<file path="config.mk">
export PLATFORM = sky130hd
export DESIGN_NAME = urx_channel
export DESIGN_NICKNAME = d
export VERILOG_FILES = /design/src/urx_pkg.sv /design/src/urx_channel.sv
export SDC_FILE = /design/constraint.sdc
export NUM_CORES = 1
export LEC_CHECK = 0
export ABC_AREA = 1
export BUFFER_PORTS_ARGS = -buffer_cell sky130_fd_sc_hd__buf_4
export CORE_UTILIZATION = 39
export DETAILED_ROUTE_END_ITERATION = 10
export PLACE_DENSITY = 0.53
export REMOVE_ABC_BUFFERS = 1
export SETUP_SLACK_MARGIN = 0.15
export SKIP_LAST_GASP = 1
export SLEW_MARGIN = 30
export SYNTH_ARGS = -nofsm -noshare
export SYNTH_HDL_FRONTEND = slang
export SYNTH_SLANG_ARGS = --single-unit
</file>
<file path="constraint.sdc">
create_clock -name clk -period 3.88 [get_ports clk]
set_input_delay 0.97 -clock clk [delete_from_list [all_inputs] [get_ports clk]]
set_output_delay 0.97 -clock clk [all_outputs]
set_load 0.02 [all_outputs]
</file>
<file path="src/urx_pkg.sv">
// Purpose: shared constants and types of the serial receive channel
// Assumes: one channel, host register map at four address bits
// Notes:   host register reset values are zero
package urx_pkg;

    // ************************************************************
    // register map
    // ************************************************************
    localparam logic [3:0] A_MODE  = 4'h0; // mode one / mode two
    localparam logic [3:0] A_STAT  = 4'h1; // read status, write clock select
    localparam logic [3:0] A_CMD   = 4'h2; // write command
    localparam logic [3:0] A_HOLD  = 4'h3; // read holding queue
    localparam logic [3:0] A_OPSET = 4'hE; // set output port bits
    localparam logic [3:0] A_OPCLR = 4'hF; // clear output port bits
    localparam logic [7:0] RST_VAL = 8'h00;

    // ************************************************************
    // field positions
    // ************************************************************
    localparam int MR1_RTS    = 7;
    localparam int MR1_INTSEL = 6;
    localparam int MR1_BLOCK  = 5;
    localparam int MR1_PTYPE  = 2;
    localparam int CSR_RX1X   = 7; // receiver takes the 1X bit clock
    localparam int CMD_EN     = 0;
    localparam int CMD_DIS    = 1;
    localparam int OPR_RTS    = 0;
    localparam logic [1:0] PM_WITH  = 2'h0;
    localparam logic [1:0] PM_FORCE = 2'h1;
    localparam logic [1:0] PM_NONE  = 2'h2;
    localparam logic [1:0] PM_MDROP = 2'h3;
    localparam logic [2:0] MISC_RSTPTR = 3'h1;
    localparam logic [2:0] MISC_RSTRX  = 3'h2;
    localparam logic [2:0] MISC_RSTERR = 3'h4;

    // ************************************************************
    // timing and sizes
    // ************************************************************
    localparam logic [3:0] HALF16 = 4'h7; // 16X ticks to the start check, minus one
    localparam logic [3:0] BIT16  = 4'hF; // 16X ticks per bit, minus one
    localparam logic [3:0] ONE1X  = 4'h0; // 1X: next rising edge
    localparam logic [1:0] DEPTH  = 2'h3;

    typedef struct packed {
        logic       brk;
        logic       fe;
        logic       pe;
        logic [7:0] data;
    } urx_char_s;

    typedef enum logic [2:0] {
        S_IDLE, S_START, S_DATA, S_PAR, S_STOP, S_FEWAIT, S_BRKWAIT
    } urx_state_e;

endpackage

</file>
<file path="src/urx_channel.sv">
// Purpose: receive side of one asynchronous serial channel with host registers
// Assumes: host strobes and serial inputs are synchronous to clk
// Notes:   each clock with cs_n and rd_n low is one read access
//
// Contract
// - enabled receiver hunts falling edge for start
// - recheck start after half bit, high rejects
// - sample bit centres through data, parity, stop
// - least bit first, queue char, set ready
// - unused upper data bits read zero
// - resume hunt; low after framing restarts
// - errors latched with char before ready
// - all-low char loads zero, sets break
// - three-deep queue fills behind held chars
// - ready when any held, full when three
// - holding read returns oldest then pops
// - each char keeps parity, framing, break
// - character mode head only, block ORs
// - status read never pops the queue
// - full queue: wait, overrun on next start
// - flow control drops request on full start
// - disabled receiver keeps queue, takes only multidrop address chars
// - receiver reset clears queue and status
// - mode field eleven selects multidrop tag
// - disabled multidrop queues address chars only
// - tag stored in parity slot
// - mode pointer steps one to two
// - mode bit six picks interrupt source
// - mode low bits set data length
// - mode bit five picks error reporting
`timescale 1ns/1ps
`default_nettype none
module urx_channel (
    input  wire logic       clk,
    input  wire logic       nrst,
    input  wire logic       cs_n,
    input  wire logic       rd_n,
    input  wire logic       wr_n,
    input  wire logic [3:0] addr,
    input  wire logic [7:0] wdata,
    output logic      [7:0] rdata,
    input  wire logic       rxd,
    input  wire logic       rx_tick16,
    input  wire logic       rx_clk1x,
    input  wire logic       tx_empty,
    input  wire logic       tx_ready,
    output logic            request_send_out_n,
    output logic            rx_char_available,
    output logic            queue_full_flag,
    output logic            rx_int_req
);

    // ************************************************************
    // host access decode
    // ************************************************************
    logic rd;
    logic wr;
    logic rsterr;
    logic rxrst;
    logic [2:0] misc;
    assign rd     = !cs_n && !rd_n;
    assign wr     = !cs_n && !wr_n;
    assign misc   = wdata[6:4];
    assign rsterr = wr && addr == urx_pkg::A_CMD && misc == urx_pkg::MISC_RSTERR;
    assign rxrst  = wr && addr == urx_pkg::A_CMD && misc == urx_pkg::MISC_RSTRX;

    logic [7:0] mr1_q, mr1_d, mr2_q, mr2_d, csr_q, csr_d, opr_q, opr_d;
    logic       ptr_q, ptr_d;
    logic       en_q, en_d;
    logic [7:0] rdata_q, rdata_d;
    logic [7:0] status;
    logic [1:0] pm;
    logic       mdrop;
    assign pm    = mr1_q[4:3];
    assign mdrop = pm == urx_pkg::PM_MDROP;

    // queue state, declared early for the read mux
    urx_pkg::urx_char_s q_q [3];
    urx_pkg::urx_char_s q_d [3];
    logic [1:0] cnt_q, cnt_d;
    logic       full;
    logic [2:0] acc_q, acc_d;
    logic       ovr_q, ovr_d;
    assign full = cnt_q == urx_pkg::DEPTH;

    // status word: head or block-accumulated errors above live flags
    always_comb begin
        logic [2:0] err;
        err = '0;
        if (mr1_q[urx_pkg::MR1_BLOCK]) begin
            err = acc_q;
        end else if (cnt_q != 2'h0) begin
            err = {q_q[0].brk, q_q[0].fe, q_q[0].pe};
        end
        status = {err, ovr_q, tx_empty, tx_ready, full, cnt_q != 2'h0};
    end

    // mode pointer, control registers and read data
    always_comb begin
        mr1_d   = mr1_q;
        mr2_d   = mr2_q;
        csr_d   = csr_q;
        opr_d   = opr_q;
        ptr_d   = ptr_q;
        en_d    = en_q;
        rdata_d = rdata_q;
        if ((rd || wr) && addr == urx_pkg::A_MODE) begin
            ptr_d = 1'b1;
            if (wr && !ptr_q) begin
                mr1_d = wdata;
            end
            if (wr && ptr_q) begin
                mr2_d = wdata;
            end
        end
        if (wr && addr == urx_pkg::A_STAT) begin
            csr_d = wdata;
        end
        if (wr && addr == urx_pkg::A_OPSET) begin
            opr_d = opr_q | wdata;
        end
        if (wr && addr == urx_pkg::A_OPCLR) begin
            opr_d = opr_q & ~wdata;
        end
        if (wr && addr == urx_pkg::A_CMD) begin
            if (misc == urx_pkg::MISC_RSTPTR) begin
                ptr_d = 1'b0;
            end
            if (wdata[urx_pkg::CMD_EN]) begin
                en_d = 1'b1;
            end
            // disable wins over enable; reset halts until a later enable
            if (wdata[urx_pkg::CMD_DIS] || rxrst) begin
                en_d = 1'b0;
            end
        end
        // a status read only copies the word; the queue moves on hold reads
        if (rd) begin
            case (addr)
                urx_pkg::A_MODE: rdata_d = ptr_q ? mr2_q : mr1_q;
                urx_pkg::A_STAT: rdata_d = status;
                urx_pkg::A_HOLD: rdata_d = cnt_q != 2'h0 ? q_q[0].data : '0;
                default:         rdata_d = '0;
            endcase
        end
    end

    always_ff @(posedge clk) begin
        if (!nrst) begin
            mr1_q   <= urx_pkg::RST_VAL;
            mr2_q   <= urx_pkg::RST_VAL;
            csr_q   <= urx_pkg::RST_VAL;
            opr_q   <= urx_pkg::RST_VAL;
            ptr_q   <= 1'b0;
            en_q    <= 1'b0;
            rdata_q <= urx_pkg::RST_VAL;
        end else begin
            mr1_q   <= mr1_d;
            mr2_q   <= mr2_d;
            csr_q   <= csr_d;
            opr_q   <= opr_d;
            ptr_q   <= ptr_d;
            en_q    <= en_d;
            rdata_q <= rdata_d;
        end
    end
    assign rdata = rdata_q;

    // ************************************************************
    // bit timing and receive sequencer
    // ************************************************************
    logic       rxd_q, c1x_q;
    logic       mode1x, tick;
    logic [3:0] half_n, bit_n;
    logic [2:0] last_bit;
    assign mode1x   = csr_q[urx_pkg::CSR_RX1X];
    assign tick     = mode1x ? (rx_clk1x && !c1x_q) : rx_tick16;
    assign half_n   = mode1x ? urx_pkg::ONE1X : urx_pkg::HALF16;
    assign bit_n    = mode1x ? urx_pkg::ONE1X : urx_pkg::BIT16;
    assign last_bit = {1'b1, mr1_q[1:0]};

    urx_pkg::urx_state_e st_q, st_d;
    logic [3:0] tc_q, tc_d;
    logic [2:0] nb_q, nb_d;
    logic [7:0] sh_q, sh_d;
    logic       par_q, par_d;
    logic       start_ok, done;
    urx_pkg::urx_char_s done_c;
    logic       listen, at_ctr;
    // a disabled receiver hunts only in multidrop mode
    assign listen = en_q || mdrop;
    assign at_ctr = tick && tc_q == 4'h0;

    always_comb begin
        logic zero;
        st_d     = st_q;
        tc_d     = tc_q;
        nb_d     = nb_q;
        sh_d     = sh_q;
        par_d    = par_q;
        start_ok = 1'b0;
        done     = 1'b0;
        done_c   = '0;
        zero     = sh_q == 8'h00 && !par_q;
        if (tick && tc_q != 4'h0) begin
            tc_d = tc_q - 4'h1;
        end
        case (st_q)
            urx_pkg::S_IDLE: begin
                if (listen && rxd_q && !rxd) begin
                    st_d = urx_pkg::S_START;
                    tc_d = half_n;
                end
            end
            urx_pkg::S_START: begin
                if (at_ctr) begin
                    if (rxd) begin
                        st_d = urx_pkg::S_IDLE;
                    end else begin
                        start_ok = 1'b1;
                        st_d     = urx_pkg::S_DATA;
                        tc_d     = bit_n;
                        nb_d     = '0;
                        sh_d     = '0; // unused upper bits stay zero
                        par_d    = 1'b0;
                    end
                end
            end
            urx_pkg::S_DATA: begin
                if (at_ctr) begin
                    sh_d[nb_q] = rxd;
                    nb_d       = nb_q + 3'h1;
                    tc_d       = bit_n;
                    if (nb_q == last_bit) begin
                        st_d = pm == urx_pkg::PM_NONE ? urx_pkg::S_STOP : urx_pkg::S_PAR;
                    end
                end
            end
            urx_pkg::S_PAR: begin
                if (at_ctr) begin
                    par_d = rxd;
                    tc_d  = bit_n;
                    st_d  = urx_pkg::S_STOP;
                end
            end
            urx_pkg::S_STOP: begin
                if (at_ctr) begin
                    done        = 1'b1;
                    done_c.data = sh_q;
                    case (pm)
                        urx_pkg::PM_WITH:  done_c.pe = ^{sh_q, par_q} != mr1_q[urx_pkg::MR1_PTYPE];
                        urx_pkg::PM_FORCE: done_c.pe = par_q != mr1_q[urx_pkg::MR1_PTYPE];
                        urx_pkg::PM_MDROP: done_c.pe = par_q;
                        default:           done_c.pe = 1'b0;
                    endcase
                    tc_d = half_n;
                    if (rxd) begin
                        st_d = urx_pkg::S_IDLE;
                    end else if (zero) begin
                        done_c.pe  = 1'b0;
                        done_c.brk = 1'b1;
                        st_d       = urx_pkg::S_BRKWAIT;
                    end else begin
                        done_c.fe = 1'b1;
                        st_d      = urx_pkg::S_FEWAIT;
                    end
                end
            end
            urx_pkg::S_FEWAIT: begin
                // still low half a bit after a bad stop counts as a new start edge
                if (at_ctr) begin
                    st_d = rxd ? urx_pkg::S_IDLE : urx_pkg::S_START;
                    tc_d = half_n;
                end
            end
            urx_pkg::S_BRKWAIT: begin
                if (!rxd) begin
                    tc_d = half_n; // any low restarts the high-time count
                end else if (at_ctr) begin
                    st_d = urx_pkg::S_IDLE;
                end
            end
            default: st_d = urx_pkg::S_IDLE;
        endcase
        if (rxrst) begin
            st_d = urx_pkg::S_IDLE;
        end
    end

    always_ff @(posedge clk) begin
        if (!nrst) begin
            st_q  <= urx_pkg::S_IDLE;
            tc_q  <= '0;
            nb_q  <= '0;
            sh_q  <= '0;
            par_q <= 1'b0;
            rxd_q <= 1'b1;
            c1x_q <= 1'b0;
        end else begin
            st_q  <= st_d;
            tc_q  <= tc_d;
            nb_q  <= nb_d;
            sh_q  <= sh_d;
            par_q <= par_d;
            rxd_q <= rxd;
            c1x_q <= rx_clk1x;
        end
    end

    // ************************************************************
    // waiting character, holding queue and error status
    // ************************************************************
    logic                 pv_q, pv_d;
    urx_pkg::urx_char_s   pc_q, pc_d;
    logic                 push, pop, keep, head_ev;
    logic                 request_send_out_n_q, request_send_out_n_d;
    // data-tagged chars of a disabled multidrop receiver are dropped
    assign keep = en_q || (mdrop && done_c.pe);
    assign push = pv_q && !full;
    assign pop  = rd && addr == urx_pkg::A_HOLD && cnt_q != 2'h0;

    // queue moves down one place on pop, new char fills first free place
    always_comb begin
        logic [1:0] wi;
        wi    = cnt_q - {1'b0, pop};
        cnt_d = cnt_q - {1'b0, pop} + {1'b0, push};
        for (int i = 0; i < 3; i++) begin
            q_d[i] = q_q[i];
            if (pop && i < 2) begin
                q_d[i] = q_q[(i + 1) % 3]; // index wraps only to stay in range
            end
            if (push && wi == i[1:0]) begin
                q_d[i] = pc_q;
            end
        end
        if (rxrst) begin
            cnt_d = '0;
        end
    end

    // waiting char, overrun, block errors and flow control
    always_comb begin
        pv_d    = pv_q && !push;
        pc_d    = pc_q;
        head_ev = cnt_d != 2'h0 && (pop || cnt_q == 2'h0); // pop and push together too
        ovr_d   = rsterr ? 1'b0 : ovr_q;
        acc_d   = rsterr ? 3'h0 : acc_q;
        request_send_out_n_d  = full ? request_send_out_n_q : 1'b0;
        // the set wins over a reset-error in the same cycle
        if (start_ok && pv_q && full) begin
            ovr_d = 1'b1;
        end
        if (head_ev) begin
            acc_d = acc_d | {q_d[0].brk, q_d[0].fe, q_d[0].pe};
        end
        if (start_ok && full && mr1_q[urx_pkg::MR1_RTS]) begin
            request_send_out_n_d = 1'b1;
        end
        if (done && keep) begin
            pv_d = 1'b1; // an unpushed older char is overwritten
            pc_d = done_c;
        end
        if (rxrst) begin
            pv_d   = 1'b0;
            ovr_d  = 1'b0;
            acc_d  = '0;
            request_send_out_n_d = 1'b0;
        end
    end

    always_ff @(posedge clk) begin
        if (!nrst) begin
            cnt_q  <= '0;
            pv_q   <= 1'b0;
            pc_q   <= '0;
            ovr_q  <= 1'b0;
            acc_q  <= '0;
            request_send_out_n_q <= 1'b0;
            for (int i = 0; i < 3; i++) begin
                q_q[i] <= '0;
            end
        end else begin
            cnt_q  <= cnt_d;
            pv_q   <= pv_d;
            pc_q   <= pc_d;
            ovr_q  <= ovr_d;
            acc_q  <= acc_d;
            request_send_out_n_q <= request_send_out_n_d;
            for (int i = 0; i < 3; i++) begin
                q_q[i] <= q_d[i];
            end
        end
    end

    // request follows the port bit unless the receiver holds it off
    assign request_send_out_n = !(opr_q[urx_pkg::OPR_RTS] && !request_send_out_n_q);
    assign rx_char_available  = cnt_q != 2'h0;
    assign queue_full_flag    = full;
    assign rx_int_req = mr1_q[urx_pkg::MR1_INTSEL] ? full : rx_char_available;

endmodule
`default_nettype wire

</file>
==> results of run 1 <==
layer usage:
| metal | part of all wire (%) | GRT usage [%] |
|---|---|---|
| met5 | 0 | 0 |
| met4 | 1.0 | 4.82 |
| met3 | 4.0 | 4.68 |
| met2 | 46 | 34.6 |
| met1 | 49 | 27.8 |
flip-flops by register name (all words and copies together), names as in the netlist, 2 cells and up, named ones only:
name	cells
rdata	8
mr1_q	8
mr2_q	8
st_q	3
nb_q	3
pc_q	11
cnt_q	2
acc_q	3
q_q	33
sh_q	8
tc_q	4
worst max-delay path, delay by kind of cell:
kind            cells  cell delay (ps)
xor+xnor            1              200
buf+inv             5              710
fa+ha+maj           1              190
compound gates      1               90
simple gates        6             1030
path summary, 6_finish.rpt:
kind                end  slack (ps)  cells after the start
max reg2reg  q_q[0][11]        1520                     10
min            mr2_q[2]         460                      2
max          q_q[0][11]         870                     14
min reg2reg    mr2_q[2]         460                      2
area by class of cell:
class	count	share of cell area, %
clock inverters	3	1.21
repair buffers	39	5.23
well taps	168	3.76
multi-input cells	498	43.2
clock buffers	12	4.76
inverters	84	5.72
flip-flops and latches	101	36.1
cells by family (layout without fill, tap and decap cells):
kind of cell,after synthesis,in the layout,share of synthesized area [%]
buffers and inverters,104,138,8.41
adder cells (fa/ha/maj),4,4,1.03
flip-flops,101,101,41.7
AO/OA/AOI/OAI,151,151,17.6
XOR/XNOR,5,5,0.903
AND/OR/NAND/NOR,338,338,30.3
power breakdown:
group / switching, mW / internal [mW]
clock network: 0.392 / 0.615
registers: 0.0357 / 1.07
logic: 0.257 / 0.130
total: 0.685 / 1.81
cell usage after synthesis, types with 4 or more instances:
cell	number	area, sq um
a211oi_1	11	82.6
buf_2	4	20.0
a31oi_1	20	125
clkbuf_1	14	52.6
inv_1	75	282
inv_2	4	15.0
nor2_1	83	312
dfxtp_1	101	2020
ha_1	4	50.1
o21ai_0	48	240
nand4_1	4	25.0
o211ai_1	4	30.0
nand3_1	52	260
nor3_1	8	40.0
nand2_1	172	646
a21oi_1	57	285
==> Flow_metrics.wiki, run 1 <==
{| class="wikitable"
! Metric !! Value
|-
| Result of the run || finished clean
|-
| Max-slew violation count || 0
|-
| Main synth FF type || dfxtp_1
|-
| Number of nets in the layout || 759
|-
| Pin count of the biggest net entering global routing || 48
|-
| RSZ-0062 raised after global routing || no
|-
| CTS hold repair buffers || 0
|-
| Post-route DRC violation count || 0
|-
| Worst-path cell with the longest stage delay || nor3_1
|-
| Maximum VDD drop || 0.307 mV
|-
| Per-cell routed wire length || 13.8 um
|-
| Period minus WS final || 3010 ps
|-
| Global-route wire length before repair || 21200 um
|-
| CP Launch Type || input port
|-
| HPWL after detailed placement || 9230 um
|-
| Fraction of final layout cells sized beyond drive strength 1 || 10.2%
|-
| Final worst-path setup slack || 874 ps
|-
| Total design power || 2.50 mW
|-
| Maximum clock path buffer count || 2
|-
| Slew at the pin with the worst max-slew slack || 641 ps
|-
| Iteration-0 DRC count of the detailed router || 277
|-
| Worst hold-check slack || 461 ps
|-
| Ant diodes || 0
|-
| Critical path origin || addr[3]
|-
| Cell count after placement || 890
|-
| Critical path start-end classification || in -> reg
|-
| DIE WIDTH || 113 um
|-
| CTS Root Cell || clkbuf_16
|-
| Total area of sequential cells || 0.00202 sq mm
|-
| Top library cells by usage in the layout, fill and taps aside || nand2_1, dfxtp_1, nor2_1
|-
| Layout fillers || 1270
|-
| Cells after synthesis || 703
|-
| Final Instance Area || 0.00560 sq mm
|-
| Leakage || 2.23 nW
|-
| Number of failing setup endpoints in the final timing report || 0
|-
| Critical path data required time || 4090 ps
|-
| CTS tree || done
|-
| Setup repair bufs after CTS || 0
|-
| DR pass1 iterations || 4
|-
| Rows || 40
|-
| Final estimated routing congestion in global placement || 0.844
|-
| Cell area after placement || 0.00526 sq mm
|-
| Pre-CTS setup slack || 510 ps
|-
| Largest incremental delay on the critical path || 320 ps
|-
| CP most frequent cell || inv_1
|-
| Yosys warns || 0
|-
| Non-filler cells in the finished layout || 905
|-
| Netlist cell types || 43
|-
| Clk Latency, worst-skew pair || 350 ps
|-
| Initial core utilization || 40.2%
|-
| Tightest slew margin relative to the limit || 57.1%
|-
| Clk slew on worst S/H paths || 70 ps
|-
| Die Footprint || 0.0129 sq mm
|-
| Hold/Removal Path Class || reg -> reg
|-
| Setup TNS || 0 ps
|-
| Synthesized area divided by synthesized cell count || 6.90 sq um
|-
| Area of the core || 0.0121 sq mm
|-
| Most frequent standard cell in the layout excluding fill and tap cells || nand2_1
|-
| Routed WL || 12400 um
|-
| Initial antenna violation count || 0
|-
| Maximum frequency from static timing analysis || 333 MHz
|-
| Routed via count || 4526
|-
| Number of hold violations in the final report || 0
|-
| Post-synthesis instance area || 0.00485 sq mm
|-
| Cells along the critical path || buf_4 > nor2_1 > inv_1 > nor3_1 > nand2_1 > nor2_2 > ha_1 > xnor2_1 > inv_1 > nor3_1 > buf_4 > inv_1 > nand3_1 > a31oi_1
|-
| #FFs+latches synth || 101
|-
| Post-cts gate resize count || 0
|-
| Overall Global Routing Usage || 20.9%
|-
| Area delta synth->final || 15.5%
|-
| Die height || 113 um
|-
| Final Core Density || 46.4%
|-
| Num CTS Buffers || 9
|-
| Max Cap Violations || 0
|-
| Critical path arrival || 3220 ps
|-
| CTS H-Tree Depth || 3
|-
| Clock tree sinks || 101
|-
| Sequential area share after synthesis || 41.7%
|-
| Per-cell via count in the routed design || 5.00
|-
| Multi-input gate area in the final layout || 0.00242 sq mm
|-
| Startpoint of the tightest hold check path || mr2_q[2]
|-
| Count of antenna-violating nets left after detailed routing || 0
|-
| Proportion of register bits with asynchronous set or reset after synthesis || 0%
|-
| Global-route congestion overflow total || 0
|-
| Fin crit share || 77.5%
|-
| Vias in the first global route || 4306
|-
| Power Density || 446 mW/mm^2
|-
| Capturing element type of the critical path || flip-flop
|-
| EDFF count, synth || 0
|-
| Crit path max fanout || 11
|-
| Worst clock skew || 8.86 ps
|-
| Count of pins on the block boundary || 34
|-
| Reg-to-Reg Start || cnt_q[1]
|-
| I/O Buffers || 33
|}
Note: power is estimated with default switching activity, not from simulation.
==> inputs of run 2 (changes only) <==
Settings changed: PLACE_DENSITY 0.53 to 0.55.
Clock period 3.88 ns to 2.59 ns, I/O delays scaled along.
==> run 2 against run 1 <==
  * Clock power grew 49%
  * Sequential cell count unchanged
  * Sequential power increased by 50%
  * Non-clock buffer count grew 21
  * Count of clock-buffer cells in the layout shrank 2
  * Largest cell class unchanged
  * Routed wire length down 1.5%
  * Critical path depth is 1 higher
==> Flow_metrics.wiki, run 2 (synthesized netlist as in run 1, its figures left out) <==
{| class="wikitable"
! Metric !! Value
|-
| DR pass1 iterations || 4 (unchanged)
|-
| Iteration-0 DRC count of the detailed router || 229 (-17%)
|-
| Most frequent standard cell in the layout excluding fill and tap cells || nand2_1
|-
| Sequential share of power || 44.2% (about the same)
|-
| Per-cell routed wire length || 13.2 um (-3.8%)
|-
| Total design power || 3.75 mW (+50%)
|-
| Die height || 113 um (unchanged)
|-
| Clock power share || 40.1% (-0.2 points)
|-
| Die Footprint || 0.0129 sq mm (unchanged)
|-
| Top reg by flops || q_q
|-
| Max reg flops || 33 (unchanged)
|-
| Tightest slew margin relative to the limit || 39.3% (-18 points)
|-
| Initial core utilization || 40.2% (unchanged)
|-
| Vias in the first global route || 4413 (+2.5%)
|-
| Count of antenna-violating nets left after detailed routing || 0 (unchanged)
|-
| Count of buffer and inverter cells on the critical path || 6 (+1)
|-
| Critical path arrival || 2510 ps (-710 ps)
|-
| Hold/Removal Path Class || reg -> reg
|-
| I/O Buffers || 33 (unchanged)
|-
| Power Density || 646 mW/mm^2 (+45%)
|-
| Crit path max fanout || 6 (-5)
|-
| Max Cap Violations || 0 (unchanged)
|-
| Top library cells by usage in the layout, fill and taps aside || nand2_1, dfxtp_1, nor2_1
|-
| Result of the run || finished clean
|-
| Net switching power figure || 1.00 mW (+46%)
|-
| Count of pins on the block boundary || 34 (unchanged)
|-
| Pin count of the biggest net entering global routing || 48 (unchanged)
|-
| Per-cell via count in the routed design || 4.95 (-0.97%)
|-
| Period minus WS final || 2300 ps
|-
| Setup repair bufs after CTS || 0 (unchanged)
|-
| Initial antenna violation count || 0 (unchanged)
|-
| Num CTS Buffers || 9 (unchanged)
|-
| HPWL after detailed placement || 9400 um (+1.8%)
|-
| Clk Latency, worst-skew pair || 350 ps (about the same)
|-
| Critical path data required time || 2800 ps (-1290 ps)
|-
| Clock tree sinks || 101 (unchanged)
|-
| CTS H-Tree Depth || 3 (unchanged)
|-
| Post-route DRC violation count || 0 (unchanged)
|-
| DIE WIDTH || 113 um (unchanged)
|-
| Routed WL || 12300 um (-1.5%)
|-
| Cell area after placement || 0.00545 sq mm (+3.5%)
|-
| CTS tree || done
|-
| RSZ-0062 raised after global routing || no
|-
| Number of nets in the layout || 781 (+2.9%)
|-
| Global-route wire length before repair || 21000 um (-1.0%)
|-
| CP Launch Type || input port
|-
| Multi-input gate area in the final layout || 0.00244 sq mm (+0.72%)
|-
| CP most frequent cell || buf_4
|-
| Leakage || 2.34 nW (+5.0%)
|-
| Max-slew violation count || 0 (unchanged)
|-
| Registers with the most flip-flops || q_q (33), pc_q (11)
|-
| Non-filler cells in the finished layout || 927 (+2.4%)
|-
| Number of failing setup endpoints in the final timing report || 0 (unchanged)
|-
| Final estimated routing congestion in global placement || 0.810 (-4.0%)
|-
| Layout fillers || 1244 (-2.0%)
|-
| Capturing element type of the critical path || flip-flop
|-
| Fin crit share || 88.8%
|-
| Rows || 40 (unchanged)
|-
| Cell type group with the largest total delay on the critical path || buffers and inverters
|-
| Number of hold violations in the final report || 0 (unchanged)
|-
| Area of the core || 0.0121 sq mm (unchanged)
|-
| Fraction of power spent switching nets || 26.7% (-0.70 points)
|-
| Final Instance Area || 0.00580 sq mm (+3.7%)
|-
| Total area of sequential cells || 0.00202 sq mm (unchanged)
|-
| Ant diodes || 0 (unchanged)
|-
| Overall Global Routing Usage || 20.6% (-0.31 points)
|-
| Worst-path cell with the longest stage delay || ha_1
|-
| CTS Root Cell || clkbuf_16
|-
| Share of total power in combinational logic || 15.7% (+0.2 points)
|-
| Critical path start-end classification || in -> reg
|-
| Global-route congestion overflow total || 0 (unchanged)
|-
| Fraction of final layout cells sized beyond drive strength 1 || 13.4% (+3.3 points)
|-
| Area delta synth->final || 19.7%
|-
| Worst clock skew || 6.15 ps (-2.71 ps)
|-
| Clk slew on worst S/H paths || 70 ps (about the same)
|-
| Routed via count || 4591 (+1.4%)
|-
| Maximum frequency from static timing analysis || 435 MHz
|-
| Maximum VDD drop || 0.535 mV (+74%)
|-
| Cells along the critical path || buf_4 > nor2_2 > inv_1 > nor3_2 > nand2_1 > nor2_2 > ha_1 > xnor2_1 > inv_1 > nor3_2 > buf_4 > buf_4 > clkinvlp_4 > nand3_1 > a31oi_1
|-
| Cell count after placement || 911 (+2.4%)
|-
| Maximum clock path buffer count || 2 (unchanged)
|-
| Internal Power || 2.75 mW (+51%)
|-
| Largest incremental delay on the critical path || 190 ps (-130 ps)
|-
| Slew at the pin with the worst max-slew slack || 899 ps (+258 ps)
|}
==> run 2: worst register-to-register path, stage by stage, from the launching register on <==
cell	delay, ps
dfxtp_1	330
nor2_1	270
nor2_2	90
ha_1	320
inv_1	60
ha_1	190
xor2_1	180
a221oi_1	240
buf_4	160
nand2_1	40
a21oi_1	120
==> run 2: path summary, 6_finish.rpt <==
kind            start          to  slack (ps)  cells past startpoint
max           addr[3]  q_q[0][17]         290                     15
min          rdata[7]    rdata[7]         460                      2
min reg2reg  rdata[7]    rdata[7]         460                      2
max reg2reg  cnt_q[1]    acc_q[1]         500                     10
==> run 2: cell type report <==
class                           instances  area share (%)
Multi-Input combinational cell        498            42.0
Sequential cell                       101            34.8
Timing Repair Buffer                   60            8.19
Inverter                               84            5.58
Clock buffer                           10            3.94
Tap cell                              168            3.62
Clock inverter                          5            1.72
Timing Repair inverter                  1           0.129
==> run 2: through the flow <==
step	setup TNS, ps	utilization (%)	hold slack [ps]	setup WS [ps]
after global routing	0	48.1	479	154
after global placement	-2600	45.2	451	-164
after CTS	0	47.9	467	237
after floorplan	-21270	-	429	-1010
final	0	48.1	465	291
after detailed placement	-4760	45.2	456	-301
==> run 2: timing repair <==
action,CTS,global route
gates resized for setup,2,5
gates cloned,0,1
hold buffers,0,0
setup endpoints to repair,11,18
==> run 2: per-layer routing <==
layer	vias up	global-route usage (%)	share of wire (%)
li1	2415	-	-
met1	2092	26.7	49
met2	69	34.4	47
met3	15	3.77	2.9
met4	0	7.28	1.8
met5	-	0	0
==> run 2: power groups by stage <==
stage	Clock [mW]	Sequential, mW	Combinational (mW)
finish	1.50	1.66	0.588
global route	1.60	1.66	0.681
CTS	1.54	1.66	0.590
detailed placement	0	1.69	0.588
global placement	0	1.69	0.572
floorplan	0	1.68	0.424
==> inputs of run 3 (changes only) <==
--- a/config.mk
+++ b/config.mk
@@ -9,2 +9,3 @@
 export BUFFER_PORTS_ARGS = -buffer_cell sky130_fd_sc_hd__buf_4
+export CORE_MARGIN = 2
 export CORE_UTILIZATION = 39
--- a/constraint.sdc
+++ b/constraint.sdc
@@ -3,2 +3,2 @@
 set_output_delay 0.6475 -clock clk [all_outputs]
-set_load 0.02 [all_outputs]
+set_load 0.01 [all_outputs]
==> run 3 against run 2 <==
  * Utilization increased by 0.052 points
  * First-iteration DRC count shrank 18%
  * Combinational power hardly changed
  * Global-route usage is 0.37 points lower
  * Largest cell class unchanged
==> Flow_metrics.wiki, run 3 (synthesized netlist as in run 1, its figures left out) <==
{| class="wikitable"
! Metric !! Value
|-
| Setup TNS || 0 ps (unchanged)
|-
| I/O Buffers || 33 (unchanged)
|-
| Rows || 40 (unchanged)
|-
| Most frequent standard cell in the layout excluding fill and tap cells || nand2_1
|-
| Overall Global Routing Usage || 20.3% (-0.37 points)
|-
| Number of nets in the layout || 782 (+0.13%)
|-
| Die Footprint || 0.0133 sq mm (+3.6%)
|-
| Max reg flops || 33 (unchanged)
|-
| Capturing element type of the critical path || flip-flop
|-
| Crit path max fanout || 6 (unchanged)
|-
| Top reg by flops || q_q
|-
| Post-route DRC violation count || 0 (unchanged)
|-
| Largest incremental delay on the critical path || 180 ps (about the same)
|-
| Num CTS Buffers || 9 (unchanged)
|-
| Slew at the pin with the worst max-slew slack || 829 ps (-70.1 ps)
|-
| Clock tree sinks || 101 (unchanged)
|-
| Critical path data required time || 2800 ps (about the same)
|-
| Max-slew violation count || 0 (unchanged)
|-
| Fraction of final layout cells sized beyond drive strength 1 || 14.2% (+0.77 points)
|-
| Area delta synth->final || 19.8%
|-
| Area of the core || 0.0121 sq mm (unchanged)
|-
| RSZ-0062 raised after global routing || yes
|-
| Count of pins on the block boundary || 34 (unchanged)
|-
| Reg-to-Reg Start || cnt_q[1]
|-
| Final Instance Area || 0.00581 sq mm (+0.11%)
|-
| Power Density || 608 mW/mm^2 (-5.8%)
|-
| Routed via count || 4691 (+2.2%)
|-
| HPWL after detailed placement || 9460 um (+0.61%)
|-
| CTS Root Cell || clkbuf_16
|-
| DIE WIDTH || 115 um (+1.8%)
|-
| Global-route wire length before repair || 21200 um (+0.82%)
|-
| Cells along the critical path || buf_4 > nor2_4 > inv_1 > nor3_2 > nand2_1 > nor2_4 > ha_4 > xnor2_1 > inv_1 > nor3_2 > buf_4 > buf_6 > clkinvlp_4 > nand3_1 > a31oi_1
|-
| Routed WL || 12600 um (+2.9%)
|-
| Cell area after placement || 0.00545 sq mm (unchanged)
|-
| Critical path arrival || 2560 ps (+50 ps)
|-
| Per-cell via count in the routed design || 5.05 (+2.1%)
|-
| Number of failing setup endpoints in the final timing report || 0 (unchanged)
|-
| Maximum VDD drop || 0.432 mV (-19%)
|-
| Number of hold violations in the final report || 0 (unchanged)
|-
| Max Cap Violations || 0 (unchanged)
|-
| Critical path origin || addr[3]
|-
| Clk Latency, worst-skew pair || 350 ps (about the same)
|-
| Die height || 115 um (+1.8%)
|-
| Period minus WS final || 2350 ps (+52.7 ps)
|-
| Fin crit share || 90.8% (+2.0 points)
|-
| Initial antenna violation count || 0 (unchanged)
|-
| Top library cells by usage in the layout, fill and taps aside || nand2_1, dfxtp_1, nor2_1
|-
| Global-route congestion overflow total || 0 (unchanged)
|-
| Registers with the most flip-flops || q_q (33), pc_q (11)
|-
| Result of the run || finished clean
|-
| Maximum clock path buffer count || 2 (unchanged)
|-
| Startpoint of the tightest hold check path || rdata[7]
|-
| Vias in the first global route || 4474 (+1.4%)
|-
| Iteration-0 DRC count of the detailed router || 188 (-18%)
|-
| CTS hold repair buffers || 0 (unchanged)
|-
| CTS H-Tree Depth || 3 (unchanged)
|-
| Tightest slew margin relative to the limit || 44.0% (+4.7 points)
|-
| Count of antenna-violating nets left after detailed routing || 0 (unchanged)
|-
| Initial core utilization || 40.2% (unchanged)
|-
| Per-cell routed wire length || 13.6 um (+2.8%)
|-
| CTS tree || done
|-
| Ant diodes || 0 (unchanged)
|-
| Clk slew on worst S/H paths || 70 ps (about the same)
|-
| Critical path start-end classification || in -> reg
|-
| Leakage || 2.32 nW (-0.83%)
|-
| Worst-path cell with the longest stage delay || nor3_2
|-
| Final estimated routing congestion in global placement || 0.837 (+3.2%)
|-
| CP Launch Type || input port
|-
| Pin count of the biggest net entering global routing || 48 (unchanged)
|-
| DR pass1 iterations || 5 (+1)
|-
| Worst clock skew || 8.00 ps (+1.85 ps)
|-
| Maximum frequency from static timing analysis || 425 MHz (-2.2%)
|-
| Hold/Removal Path Class || reg -> reg
|-
| Worst hold-check slack || 466 ps (+0.980 ps)
|}
-- run 3: worst paths after layout --
kind	endpoint	slack, ps	depth (start not counted)
max	q_q[0][11]	240	15
min	rdata[7]	470	2
max reg2reg	acc_q[2]	460	10
min reg2reg	rdata[7]	470	2
-- run 3: where the power goes --
group / switching, mW / total (mW) / internal, mW
clock network: 0.567 / 1.29 / 0.725
registers: 0.0541 / 1.66 / 1.60
logic: 0.377 / 0.585 / 0.208
total: 0.998 / 3.53 / 2.54
-- run 3: cell type report --
class	count	area (sq um)
clock inverters	1	5.00
fillers	1199	6250
clock buffers	14	274
repair inverters	1	7.51
repair buffers	61	487
inverters	84	324
flip-flops and latches	101	2020
multi-input cells	498	2480
well taps	168	210
-- run 3: repair_timing --
action,CTS,global route
setup buffers,0,1
cloned,0,1
setup endpoints to repair,11,22
endpoints found under the hold margin,0,0
pin swaps,0,3
gates resized for setup,1,17
-- run 3: critical path: cells and delay by family --
| family | cells | cell delay, ps |
|---|---|---|
| buf+inv | 6 | 740 |
| compound gates | 1 | 90 |
| simple gates | 6 | 780 |
| fa+ha+maj | 1 | 150 |
| xor+xnor | 1 | 140 |
-- run 3: layer usage --
layer / wire, um / share of wire, % / global-route usage, % / up-vias
met5: 0 / 0 / 0 / -
met4: 336 / 2.7 / 9.00 / 0
met1: 5940 / 47 / 26.7 / 2134
met2: 5760 / 46 / 32.7 / 113
met3: 589 / 4.7 / 3.29 / 22
li1: - / - / - / 2422
-- run 3: per-stage QoR --
stage          worst slack, ps  total power, mW  std cells  util, %
6_report                   238             3.53        928     48.2
5_1_grt                    119             3.72        928     48.2
2_1_floorplan            -1010             2.10        683        -
3_3_place_gp              -158             2.26        911     45.2
3_5_place_dp              -304             2.27        911     45.2
4_1_cts                    160             3.56        926     47.5
